==> src/logic/rsr_pkg.sv <==
// Constants and types for the reset source and stop recovery block
// Behaviour
// [RQ1] Watchdog time-out resets when select is 1
// [RQ2] Watchdog time-out interrupts when select is 0
// [RQ3] Watchdog reset sets watchdog cause flag
// [RQ4] Four-cycle low reset pin always resets; in stop mode the code waits STOP_FILTER_CYC cycles instead
// [RQ5] Stay in reset while pin low
// [RQ6] Pin reset sets external cause flag
// [RQ7] Pin drives low during reset or enable
// [RQ8] Internal reset drives pin until delay ends
// [RQ9] Debug request resets chip, bit self-clears
// [RQ10] Debug reset sets power-on cause flag
// [RQ11] Recovery holds processor four oscillator cycles
// [RQ12] Recovery touches only cause and oscillator
// [RQ13] Processor fetches vector at 0002h/0003h
// [RQ14] Every recovery sets stop cause flag
// [RQ15] Stop wake interrupts cause recovery, then service
// [RQ16] Stop pin or debug low resets
// [RQ17] Stop watchdog sets watchdog and stop flags
// [RQ18] Enabled GPIO edge starts recovery
// [RQ19] Port capture only if level persists
// [RQ20] Stop glitch filter ignores short pulses
// [RQ21] Low-voltage flag is live, not latched
// [RQ22] Power control bit 4 enables detector
// [RQ23] System reset holds 68 oscillator cycles
// [RQ24] Cause register read clears upper flags
// [RQ25] Cause register at FF0h, fixed bits
// [RQ26] Reset pin synchronised by two flops
package rsr_pkg;
    localparam int ADDR_W = 12;
    localparam int DATA_W = 8;
    localparam logic [11:0] CAUSE_ADDR = 12'hFF0;
    localparam logic [11:0] PWR_ADDR = 12'hFF4;
    localparam logic [11:0] OSC_ADDR = 12'hFF8;
    localparam logic [11:0] CTRL_ADDR = 12'hFFC;
    localparam int CAUSE_POR = 7;
    localparam int CAUSE_STOP = 6;
    localparam int CAUSE_WDT = 5;
    localparam int CAUSE_EXT = 4;
    localparam int CAUSE_LV = 0;
    localparam int PWR_LV_EN = 4;
    localparam int OSC_IPO_EN = 0;
    localparam int OSC_IPO_SEL = 1;
    localparam int CTRL_WDT_SEL = 0;
    localparam int CTRL_DBG_RST = 1;
    localparam int CTRL_PIN_DRV = 2;
    localparam logic [3:0] FLAGS_EXT = 4'h1;
    localparam logic [3:0] FLAGS_WDT = 4'h2;
    localparam logic [3:0] FLAGS_POR = 4'h8;
    localparam logic [3:0] FLAGS_STOP = 4'h4;
    localparam logic [3:0] FLAGS_STOP_WDT = 4'h6;
    localparam logic [7:0] PWR_RST = 8'h00;
    localparam logic [7:0] OSC_RST = 8'h03;
    localparam logic [7:0] CTRL_RST = 8'h01;
    localparam logic [7:0] SYS_HOLD_IPO = 8'h44;
    localparam logic [7:0] RECOV_IPO = 8'h04;
    localparam logic [7:0] EXT_MIN_CYC = 8'h04;
    localparam logic [15:0] RESET_VECTOR_ADDR = 16'h0002;
    typedef enum logic [1:0] {
        ST_RUN = 2'b00,
        ST_STOP = 2'b01,
        ST_RECOV = 2'b10,
        ST_SYSRST = 2'b11
    } rsr_state_t;
    typedef struct packed {
        logic [11:0] addr;
        logic [7:0] wdata;
        logic wr;
        logic rd;
    } rsr_bus_req_t;
endpackage : rsr_pkg

==> src/logic/rsr_ctrl.sv <==
// Reset source and stop recovery controller
`timescale 1ns/100ps
`default_nettype none
module rsr_ctrl #(
    parameter int GPIO_N = 8,
    parameter logic [7:0] STOP_FILTER_CYC = 8'h08
) (
    input wire logic core_clk,
    input wire logic rst_n,
    input wire rsr_pkg::rsr_bus_req_t bus,
    output logic [7:0] rd_data,
    input wire logic stop_mode,
    input wire logic wdt_timeout,
    input wire logic timer_wake,
    input wire logic comp_wake,
    input wire logic ipo_tick,
    input wire logic [GPIO_N-1:0] gpio_in,
    input wire logic [GPIO_N-1:0] gpio_wake_en,
    input wire logic reset_pin_in,
    output logic reset_pin_out,
    output logic reset_pin_oe,
    input wire logic debug_pin_in,
    input wire logic debug_rst_req,
    input wire logic lv_below,
    output logic cpu_reset,
    output logic periph_reset,
    output logic vector_fetch,
    output logic [15:0] vector_addr,
    output logic osc_ipo_en,
    output logic osc_ipo_sel,
    output logic wdt_irq,
    output logic lv_irq,
    output logic port_capture_en,
    output logic [GPIO_N-1:0] port_input_data,
    output logic pin_irq
);
    initial begin
        if (GPIO_N < 1 || GPIO_N > 32 || STOP_FILTER_CYC < 8'h01) begin
            $error("rsr_ctrl: bad parameter");
        end
    end

    rsr_pkg::rsr_state_t state;
    rsr_pkg::rsr_state_t next_state;
    logic [1:0] pin_sync;
    logic [1:0] dbg_sync;
    logic [1:0] lv_sync;
    logic [GPIO_N-1:0] gp_s1;
    logic [GPIO_N-1:0] gp_s2;
    logic [GPIO_N-1:0] gp_prev;
    logic [7:0] low_cnt;
    logic [7:0] ipo_cnt;
    logic [3:0] flags;
    logic [7:0] pwr;
    logic [7:0] osc;
    logic [7:0] ctrl;
    logic lv_prev;
    logic wdt_pend;
    logic [3:0] next_flags;
    logic pin_low;
    logic ext_hit;
    logic wdt_rst;
    logic dbg_hit;
    logic gp_edge;
    logic wake;
    logic lv_flag;
    logic rel;

    // Async pins: only stage two is read
    always_ff @(posedge core_clk or negedge rst_n) begin
        if (!rst_n) begin
            pin_sync <= 2'h3;
            dbg_sync <= 2'h3;
            lv_sync <= 2'h0;
        end else begin
            pin_sync <= {pin_sync[0], reset_pin_in}; // see [RQ26]
            dbg_sync <= {dbg_sync[0], debug_pin_in};
            lv_sync <= {lv_sync[0], lv_below};
        end
    end

    always_ff @(posedge core_clk or negedge rst_n) begin
        if (!rst_n) begin
            gp_s1 <= '0;
            gp_s2 <= '0;
            gp_prev <= '0;
        end else begin
            gp_s1 <= gpio_in;
            gp_s2 <= gp_s1;
            gp_prev <= gp_s2;
        end
    end

    assign pin_low = !pin_sync[1];

    // Low width counter, saturating
    always_ff @(posedge core_clk or negedge rst_n) begin
        if (!rst_n) begin
            low_cnt <= 8'h00;
        end else if (!pin_low) begin
            low_cnt <= 8'h00;
        end else if (low_cnt != 8'hFF) begin
            low_cnt <= low_cnt + 8'h01;
        end
    end

    // Stop mode uses the longer glitch filter
    always_comb begin
        if (state == rsr_pkg::ST_STOP) begin
            ext_hit = pin_low && (low_cnt >= STOP_FILTER_CYC - 8'h01); // see [RQ20]
        end else begin
            ext_hit = pin_low && (low_cnt >= rsr_pkg::EXT_MIN_CYC - 8'h01); // see [RQ4]
        end
    end

    assign wdt_rst = wdt_timeout && ctrl[rsr_pkg::CTRL_WDT_SEL]; // see [RQ1]
    assign dbg_hit = ctrl[rsr_pkg::CTRL_DBG_RST]; // see [RQ9]
    assign gp_edge = |((gp_s2 ^ gp_prev) & gpio_wake_en); // see [RQ18]
    assign wake = wdt_timeout || timer_wake || comp_wake || gp_edge; // see [RQ15]
    assign rel = (ipo_cnt >= rsr_pkg::SYS_HOLD_IPO) && !pin_low;

    always_comb begin
        next_state = state;
        case (state)
            rsr_pkg::ST_RUN: begin
                if (ext_hit || wdt_rst || dbg_hit) begin
                    next_state = rsr_pkg::ST_SYSRST;
                end else if (stop_mode) begin
                    next_state = rsr_pkg::ST_STOP;
                end
            end
            rsr_pkg::ST_STOP: begin
                if (ext_hit || !dbg_sync[1] || dbg_hit) begin
                    next_state = rsr_pkg::ST_SYSRST; // see [RQ16]
                end else if (wake) begin
                    next_state = rsr_pkg::ST_RECOV;
                end
            end
            rsr_pkg::ST_RECOV: begin
                if (ext_hit || dbg_hit) begin
                    next_state = rsr_pkg::ST_SYSRST;
                end else if (ipo_cnt >= rsr_pkg::RECOV_IPO) begin
                    next_state = rsr_pkg::ST_RUN; // see [RQ11]
                end
            end
            rsr_pkg::ST_SYSRST: begin
                if (rel) begin
                    next_state = rsr_pkg::ST_RUN; // see [RQ5] see [RQ23]
                end
            end
            default: next_state = rsr_pkg::ST_SYSRST;
        endcase
    end

    always_ff @(posedge core_clk or negedge rst_n) begin
        if (!rst_n) begin
            state <= rsr_pkg::ST_SYSRST;
        end else begin
            state <= next_state;
        end
    end

    // Oscillator cycles since entering a hold state
    always_ff @(posedge core_clk or negedge rst_n) begin
        if (!rst_n) begin
            ipo_cnt <= 8'h00;
        end else if (next_state != state) begin
            ipo_cnt <= 8'h00;
        end else if (ipo_tick && ipo_cnt != 8'hFF) begin
            ipo_cnt <= ipo_cnt + 8'h01;
        end
    end

    // Cause flags; an event beats a same-cycle read clear
    always_comb begin
        next_flags = flags;
        if (bus.rd && bus.addr == rsr_pkg::CAUSE_ADDR) begin
            next_flags = 4'h0; // see [RQ24]
        end
        if (next_state == rsr_pkg::ST_SYSRST && state != rsr_pkg::ST_SYSRST) begin
            if (ext_hit) begin
                next_flags = rsr_pkg::FLAGS_EXT; // see [RQ6]
            end else if (wdt_rst && state == rsr_pkg::ST_RUN) begin
                next_flags = rsr_pkg::FLAGS_WDT; // see [RQ3]
            end else begin
                next_flags = rsr_pkg::FLAGS_POR; // see [RQ10]
            end
        end else if (next_state == rsr_pkg::ST_RECOV && state == rsr_pkg::ST_STOP) begin
            if (wdt_timeout) begin
                next_flags = rsr_pkg::FLAGS_STOP_WDT; // see [RQ17]
            end else begin
                next_flags = rsr_pkg::FLAGS_STOP; // see [RQ14]
            end
        end
    end

    always_ff @(posedge core_clk or negedge rst_n) begin
        if (!rst_n) begin
            flags <= rsr_pkg::FLAGS_POR;
        end else begin
            flags <= next_flags;
        end
    end

    // Control: watchdog select, debug request, pin drive
    always_ff @(posedge core_clk or negedge rst_n) begin
        if (!rst_n) begin
            ctrl <= rsr_pkg::CTRL_RST;
        end else begin
            if (bus.wr && bus.addr == rsr_pkg::CTRL_ADDR) begin
                ctrl <= {5'h00, bus.wdata[2:0]};
            end else if (state == rsr_pkg::ST_SYSRST) begin
                ctrl[rsr_pkg::CTRL_DBG_RST] <= 1'b0; // see [RQ9]
            end
            if (debug_rst_req) begin
                ctrl[rsr_pkg::CTRL_DBG_RST] <= 1'b1;
            end
        end
    end

    // Detector enable survives recovery
    always_ff @(posedge core_clk or negedge rst_n) begin
        if (!rst_n) begin
            pwr <= rsr_pkg::PWR_RST;
        end else if (bus.wr && bus.addr == rsr_pkg::PWR_ADDR) begin
            pwr <= {3'h0, bus.wdata[4], 4'h0}; // see [RQ22]
        end
    end

    // Reset or recovery always lands on the precise oscillator
    always_ff @(posedge core_clk or negedge rst_n) begin
        if (!rst_n) begin
            osc <= rsr_pkg::OSC_RST;
        end else if (state == rsr_pkg::ST_RECOV || state == rsr_pkg::ST_SYSRST) begin
            osc <= rsr_pkg::OSC_RST; // see [RQ12]
        end else if (bus.wr && bus.addr == rsr_pkg::OSC_ADDR) begin
            osc <= {6'h00, bus.wdata[1:0]};
        end
    end

    assign lv_flag = pwr[rsr_pkg::PWR_LV_EN] && lv_sync[1]; // see [RQ21]

    always_ff @(posedge core_clk or negedge rst_n) begin
        if (!rst_n) begin
            rd_data <= 8'h00;
        end else if (bus.rd) begin
            case (bus.addr)
                rsr_pkg::CAUSE_ADDR: rd_data <= {flags, 3'h0, lv_flag}; // see [RQ25]
                rsr_pkg::PWR_ADDR: rd_data <= pwr;
                rsr_pkg::OSC_ADDR: rd_data <= osc;
                rsr_pkg::CTRL_ADDR: rd_data <= ctrl;
                default: rd_data <= 8'h00;
            endcase
        end else begin
            rd_data <= 8'h00;
        end
    end

    // Watchdog interrupt from stop is held until the processor runs; low-voltage edge is not held
    always_ff @(posedge core_clk or negedge rst_n) begin
        if (!rst_n) begin
            wdt_pend <= 1'b0;
            wdt_irq <= 1'b0;
            lv_prev <= 1'b0;
            lv_irq <= 1'b0;
        end else begin
            wdt_irq <= 1'b0;
            if (state == rsr_pkg::ST_SYSRST) begin
                wdt_pend <= 1'b0;
            end else if (wdt_timeout && !ctrl[rsr_pkg::CTRL_WDT_SEL]) begin
                wdt_pend <= 1'b1; // see [RQ2]
            end else if (state == rsr_pkg::ST_RUN && wdt_pend) begin
                wdt_pend <= 1'b0;
                wdt_irq <= 1'b1; // see [RQ15]
            end
            lv_prev <= lv_flag;
            lv_irq <= lv_flag && !lv_prev; // see [RQ22]
        end
    end

    // Port data frozen outside run; level sampled at recovery end
    always_ff @(posedge core_clk or negedge rst_n) begin
        if (!rst_n) begin
            port_input_data <= '0;
            pin_irq <= 1'b0;
        end else begin
            pin_irq <= 1'b0;
            if (state == rsr_pkg::ST_RUN) begin
                port_input_data <= gp_s2; // see [RQ19]
                pin_irq <= |((gp_s2 ^ port_input_data) & gpio_wake_en);
            end
        end
    end

    always_ff @(posedge core_clk or negedge rst_n) begin
        if (!rst_n) begin
            vector_fetch <= 1'b0;
        end else begin
            vector_fetch <= next_state == rsr_pkg::ST_RUN && state != rsr_pkg::ST_RUN
                && state != rsr_pkg::ST_STOP; // see [RQ13]
        end
    end

    assign vector_addr = rsr_pkg::RESET_VECTOR_ADDR;
    assign reset_pin_out = 1'b0;
    // Own drive ends with the hold unless CTRL_PIN_DRV is set; a drive past it keeps us in reset via the synced pin
    assign reset_pin_oe = (state == rsr_pkg::ST_SYSRST && ipo_cnt < rsr_pkg::SYS_HOLD_IPO)
        || ctrl[rsr_pkg::CTRL_PIN_DRV]; // see [RQ7] see [RQ8]
    assign cpu_reset = state == rsr_pkg::ST_SYSRST || state == rsr_pkg::ST_RECOV;
    assign periph_reset = state == rsr_pkg::ST_SYSRST;
    assign osc_ipo_en = osc[rsr_pkg::OSC_IPO_EN];
    assign osc_ipo_sel = osc[rsr_pkg::OSC_IPO_SEL];
    assign port_capture_en = state == rsr_pkg::ST_RUN;
endmodule : rsr_ctrl
`default_nettype wire

==> config.mk <==
export PLATFORM = sky130hd
export DESIGN_NAME = rsr_ctrl
export DESIGN_NICKNAME = d
export VERILOG_FILES = /design/src/logic/rsr_pkg.sv /design/src/logic/rsr_ctrl.sv
export SDC_FILE = /design/constraint.sdc
export NUM_CORES = 1
export LEC_CHECK = 0
export BUFFER_PORTS_ARGS = -buffer_cell sky130_fd_sc_hd__buf_4
export CORE_AREA = 2 2 90 92
export CTS_CLUSTER_DIAMETER = 30
export CTS_CLUSTER_SIZE = 30
export DETAILED_ROUTE_END_ITERATION = 12
export DIE_AREA = 0 0 92 94
export GPL_ROUTABILITY_DRIVEN = 0
export GPL_TIMING_DRIVEN = 0
export PLACE_DENSITY = 0.8
export SKIP_CTS_REPAIR_TIMING = 1
export SYNTH_ARGS = -nofsm -noshare
export SYNTH_HDL_FRONTEND = slang
export SYNTH_SLANG_ARGS = --single-unit
==> constraint.sdc <==
create_clock -name core_clk -period 2 [get_ports core_clk]
set_input_delay 0.1 -clock core_clk [delete_from_list [all_inputs] [get_ports core_clk]]
set_output_delay 0.1 -clock core_clk [all_outputs]
set_load 0.03 [all_outputs]
==> results of run 1 <==
[kinds of logic after synthesis]
kind of cell | Yosys count | share of synthesized area, %
AO/OA/AOI/OAI | 40 | 8.50
XOR/XNOR | 25 | 6.25
adder cells (fa/ha/maj) | 4 | 1.39
buffers and inverters | 30 | 5.36
flip-flops | 79 | 56.8
multiplexers | 20 | 6.14
other | 2 | 0.214
AND/OR/NAND/NOR | 104 | 15.4
[worst min-delay path: cells and delay by family]
family	cells	cell delay, ps
simple gates	2	110
buf+inv	1	120
[stage by stage]
step	setup TNS [ps]	util [%]	std cells
5_1_grt	-2680	61.4	532
4_1_cts	-2820	57.3	506
6_report	-1330	61.4	532
3_5_place_dp	-2670	55.2	490
3_3_place_gp	-2120	55.2	490
2_1_floorplan	0	-	320
[sequential cells by signal (all words and copies together), names as in the netlist, 2 cells and up]
register,cells
state,2
dbg_sync,2
gp_s1,8
lv_sync,2
rd_data,7
flags,4
low_cnt,8
gp_s2,8
osc,2
port_input_data,8
ctrl,3
gp_prev,8
ipo_cnt,8
pin_sync,2
[cell type report]
type | count | area (um^2) | share of cell area, %
flip-flops and latches | 79 | 1990 | 42.6
multi-input cells | 211 | 1450 | 31.0
repair buffers | 94 | 753 | 16.1
plain buffers | 24 | 166 | 3.56
clock buffers | 12 | 135 | 2.89
well taps | 102 | 128 | 2.73
clock inverters | 4 | 25.0 | 0.536
inverters | 6 | 22.5 | 0.482
[layer usage]
metal | vias up | share of wire, % | routed length (um) | global-route usage [%]
met2 | 83 | 48 | 3370 | 25.9
met1 | 1242 | 44 | 3050 | 21.7
li1 | 1259 | - | - | -
met4 | 0 | 2.2 | 155 | 8.58
met3 | 12 | 5.9 | 410 | 4.41
met5 | - | 0 | 0 | 0
[power groups by stage]
stage	Sequential, uW	Combinational (uW)	Clock, uW
final	1980	1610	995
after global routing	2010	1750	1100
after CTS	1980	1380	1020
after detailed placement	2010	1370	0
after global placement	2000	1330	0
after floorplan	2000	947	0
[cell usage in the layout (no fill, tap or decap), types with 5 or more instances in the layout]
cell type,count
a21oi_1,7
buf_4,93
mux2_2,12
nand2_1,19
nor2_1,24
conb_1,18
a22oi_1,8
xor2_1,20
nand4_1,7
xnor2_1,5
nand2b_1,6
dlygate4sd3_1,19
dfstp_2,10
dfrtp_1,68
mux2i_1,8
clkbuf_8,9
clkbuf_1,7
nor2_2,6
nand3_1,9
and3_1,5
[final timing paths]
| path | from | to | slack, ps |
|---|---|---|---|
| setup / recovery | state[0] | ipo_cnt[7] | -150 |
| hold / removal | bus[0] | rd_data[2] | 5 |
| setup reg to reg | state[0] | ipo_cnt[7] | -150 |
| hold reg to reg | lv_sync[0] | lv_sync[1] | 350 |
| max in group asynchronous | rst_n | ipo_cnt[4] | 890 |
| min in group asynchronous | rst_n | lv_sync[1] | 440 |
==> key figures, run 1 <==
Yosys
  • Synthesized area per cell: 11.5 um^2
  • Synth top area cells: dfrtp_1, dfstp_2, xor2_1, buf_4, mux2_2
  • Mapped Cells: 304
  • Post-synthesis cell type count: 52
  • Most frequent cells after synthesis: dfrtp_1, nor2_1, nand2_1, xor2_1, buf_4
  • Post-synth ARST share: 100%
  • Post-synth EDFFs: 0
  • Syn. warnings: 0
  • Area fraction of the dominant cell type after synthesis: 49.3%
  • Largest area contributor in the synthesized netlist: dfrtp_1
  • Synthesized area: roughly 3500 um^2
  • Register area share after synthesis: a little under three fifths
  • Most frequent cell after synthesis: dfrtp_1
  • Synth Register Bits: 79
  • Ys flop type: dfrtp_1

Worst setup path
  • Crit end category: register
  • Startpoint Class: register
  • Critical path's slowest cell: dfstp_2
  • Critical path, cell by cell: nand2b_4, maj3_2, a2111oi_4, a21oi_1, mux2i_1, nand2_2, nor2_1
  • Crit path largest cell delay: 590 ps
  • Critical Path RT: 2280 ps
  • Worst r2r path cells: 7
  • Critical setup path kind: reg -> reg
  • Path length in cells of the critical path: 7
  • Worst Path Buf+Inv: 0
  • Crit path DAT: 2430 ps
  • Top delay family on crit path: flip-flops
  • Critical-path maximum fanout: 8

Floorplan
  • Chip height: 94 um
  • Num rows: 32
  • Die span in x: 92 um
  • Die ar.: 8650 um^2
  • Area of the core: 7610 um^2
  • Starting density of the core: 46.1%
  • Io pins: a little over 90

Power and ir drop
  • Pleak: 0.00224 uW
  • Flop pwr share: between 40% and 50%
  • Net Sw Frac: 35.8%
  • Pwr Density: around 980 nW/um^2
  • Net load switching power: 1640 uW
  • Combinational power share: between 30% and 40%
  • Final Power: 4590 uW
  • Internal power: 2950 uW
  • Clk pwr share: a little over a fifth
  • Worst vdd ir: roughly 0.00075 V

Final layout
  • Nets@finish: about 480
  • Layout cells sized above 1: 35.3%
  • Antenna cells: 0
  • Layout area overhead: 33.3%
  • Fin area: about 4700 um^2
  • Filler cells: ~640

Placed design
  • DP Area: 4200 um^2
  • Hpwl dp: 4.89 mm
  • Place WS: -246 ps
  • IO buf count: 68

Timing
  • PnR worst setup slack: -149 ps
  • RSZ-0062 raised after global routing: true
  • Fmax: 465 MHz
  • Worst slew pin tran: ~940 ps
  • Relative slew slack: roughly 37%
  • Max Transition Viols Final: 0
  • Final Critical Period: 2150 ps
  • Hold Vio Cnt, Final: 0
  • Setup Viol. Count Final: 12
  • Min Hold Slack: 4.79 ps
  • Skew final: 9.61 ps
  • Fin crit share: 107%

Clock tree
  • CTS tree: built
  • Clk root buf: clkbuf_8
  • TritonCTS buffer count: 9
  • CTS Sinks: 79
  • Worst-path clk slew: 80 ps
  • CTS max path bufs: 2
  • Later-pin clock latency in the skew report: about 360 ps
  • Htree depth: 3

Global routing
  • Vias in the first global route: 2,415
  • Global-route wire length before repair: about 11 mm
  • Largest net degree at the start of global routing: 80
  • GR Util All Layers: ~17%
  • Initial antenna violation count: 0
  • Grt ovf: 0

Detailed routing
  • 1st-iter DRT viols: 132
  • Vias: 2,596
  • Final Routed Wirelength: 6.99 mm
  • Router iterations before antenna repair: 4
  • Vias/cell: 4.88
  • DRT antenna net count: 0
  • # DRC: 0
  • Wire per inst: 13.1 um

Outcome
  • Status: finished, violations left
  • Violated checks: setup timing

Hold path
  • Hold path cells: 3
  • HP Class: in -> reg

Run
  • Max_cap viols: 0
Note: power is estimated with default switching activity, not from simulation.
==> inputs of run 2 (changes only) <==
--- a/config.mk
+++ b/config.mk
@@ -13,5 +13,5 @@
 export DIE_AREA = 0 0 92 94
 export GPL_ROUTABILITY_DRIVEN = 0
-export GPL_TIMING_DRIVEN = 0
+export GPL_TIMING_DRIVEN = 1
 export PLACE_DENSITY = 0.8
 export SKIP_CTS_REPAIR_TIMING = 1
==> constraint.sdc (replaced) <==
create_clock -name core_clk -period 2 [get_ports core_clk]
set_input_delay 0.2 -clock core_clk [delete_from_list [all_inputs] [get_ports core_clk]]
set_output_delay 0.2 -clock core_clk [all_outputs]
set_load 0.03 [all_outputs]
==> run 2 against run 1 <==
  * The flow still finishes with violations (setup timing)
  * Final area fell by 1.3%
  * Wire length is 2.3% higher
  * Combinational power grew 4%
  * Critical path type unchanged
  * Highest routed layer unchanged
==> key figures, run 2 (same netlist as run 1, synthesis figures left out) <==
Clock tree
  • Worst-path clk slew: 80 ps
  • Htree depth: 3
  • TritonCTS buffer count: 9
  • CTS max path bufs: 2
  • CTS Sinks: 79
  • Later-pin clock latency in the skew report: around 360 ps
  • Clk root buf: clkbuf_8
  • CTS tree: built

Global routing
  • Grt ovf: 0
  • Vias in the first global route: ~2,500
  • Largest net degree at the start of global routing: 57
  • GR Util All Layers: 17.5%
  • Initial antenna violation count: 0
  • Global-route wire length before repair: about 12 mm

Worst setup path
  • Critical Path RT: about 2200 ps
  • Worst flop-to-flop path startpoint: ipo_cnt[3]
  • Crit end category: register
  • Critical setup path kind: reg -> reg
  • Top delay family on crit path: simple AND/OR/NAND/NOR gates
  • Crit path DAT: between 2000 and 2500 ps
  • Setup crit end: flags[2]
  • R2r endpoint: flags[2]
  • Critical path startpoint: ipo_cnt[3]
  • Worst r2r path cells: 7
  • Critical path, cell by cell: or4_1, or4_4, nand3_2, a21oi_2, nor3_4, buf_4, o21bai_1
  • Crit path largest cell delay: 520 ps
  • Path length in cells of the critical path: 7
  • Worst Path Buf+Inv: 1
  • Critical-path maximum fanout: 4
  • Worst R2R Setup Slack: -110 ps
  • Startpoint Class: register
  • Critical path's slowest cell: or4_1

Power and ir drop
  • Clk pwr share: 24.4%
  • Pwr Density: 1050 nW/um^2
  • Final Power: 4820 uW
  • Net Sw Frac: 34.8%
  • Combinational power share: 34.9%
  • Net load switching power: 1680 uW
  • Worst vdd ir: 0.000736 V
  • Pleak: between 0.002 and 0.0025 uW
  • Flop pwr share: about two fifths
  • Internal power: 3140 uW

Timing
  • PnR worst setup slack: -110 ps
  • Fin crit share: 106%
  • Hold Vio Cnt, Final: 0
  • Final Critical Period: 2110 ps
  • Worst slew pin tran: 686 ps
  • Setup Viol. Count Final: 12
  • Fmax: 474 MHz
  • Sum Neg Setup Slack: -1060 ps
  • Max Transition Viols Final: 0
  • Relative slew slack: 54.3%
  • RSZ-0062 raised after global routing: true
  • Skew final: 13.4 ps

Placed design
  • Hpwl dp: 5.20 mm
  • IO buf count: 69
  • Dpl cells: 491
  • DP Area: 4220 um^2

Floorplan
  • Area of the core: 7610 um^2
  • Num rows: 32
  • Die span in x: about 92 um
  • Die ar.: 8650 um^2
  • Starting density of the core: 46.1%
  • Io pins: roughly 90
  • Chip height: 94 um

Final layout
  • Most frequent cells in the layout: buf_4, dfrtp_1, nor2_1
  • Leading cell type in the layout, fill and taps excluded: buf_4
  • Final Instance Count excl. Fillers: 524
  • Layout cells sized above 1: 35.3%
  • Filler cells: 633
  • Antenna cells: 0
  • Fin area: 4610 um^2
  • Layout area overhead: 31.5%
  • Nets@finish: 469

Detailed routing
  • Vias: 2,594
  • M1 WL: 3.16 mm
  • Highest metal used: met4
  • Final Routed Wirelength: 7.16 mm
  • Met3 Routed Length: 440 um
  • Vias/cell: 4.95
  • 1st-iter DRT viols: 99
  • DRT antenna net count: 0
  • # DRC: 0
  • Met2 wire length: 3.44 mm
  • Wire per inst: 13.7 um
  • Router iterations before antenna repair: 4

Hold path
  • HP Class: in -> reg

Run
  • Max_cap viols: 0

Outcome
  • Status: finished, violations left
  • Violated checks: setup timing
[run 2: changes by cell type in the layout (fill, tap and decap cells not counted), moves of 2 or more]
cell / previous run / this run
buf_4: 93 / 98
clkbuf_1: 7 / 1
clkinv_2: 2 / 0
dlygate4sd3_1: 19 / 12
inv_6: 0 / 2
nor2_1: 24 / 27
nor2_2: 6 / 3
[run 2: how the worst min path moves through the flow]
stage	cells after the start	start	end
5_1_grt	2	debug_rst_req	ctrl[1]
2_1_floorplan	0	rst_n	ctrl[1]
4_1_cts	1	rst_n	lv_prev
3_5_place_dp	1	rst_n	lv_prev
6_report	2	debug_rst_req	ctrl[1]
3_3_place_gp	1	rst_n	lv_irq
[run 2: final cells by class]
type,instances,area (um^2),area share (%)
clock buffers,10,128,2.77
clock inverters,6,70.1,1.52
inverters,6,22.5,0.489
multi-input cells,211,1410,30.7
flip-flops and latches,79,1990,43.2
well taps,102,128,2.77
repair buffers,110,856,18.6
[run 2: stage by stage]
step | hold WS (ps) | utilization, % | worst slack (ps)
after floorplan | -95.6 | - | 5.26
after global placement | 284 | 55.5 | -48.6
after detailed placement | 290 | 55.5 | -107
after CTS | -98.1 | 58.1 | -121
after global routing | 39.1 | 60.6 | -203
final | 39.0 | 60.6 | -110
[run 2: power by group through the flow]
| stage | Combinational, uW | Clock [uW] | Sequential (uW) |
|---|---|---|---|
| 2_1_floorplan | 947 | 0 | 2000 |
| 3_3_place_gp | 1480 | 0 | 1970 |
| 3_5_place_dp | 1520 | 0 | 1990 |
| 4_1_cts | 1520 | 1200 | 1960 |
| 5_1_grt | 1830 | 1270 | 1990 |
| 6_report | 1680 | 1170 | 1970 |
[run 2: routing by layer]
metal / GRT usage (%) / up-vias
li1: - / 1250
met1: 22.8 / 1249
met2: 27.8 / 84
met3: 3.85 / 11
met4: 8.83 / 0
met5: 0 / -
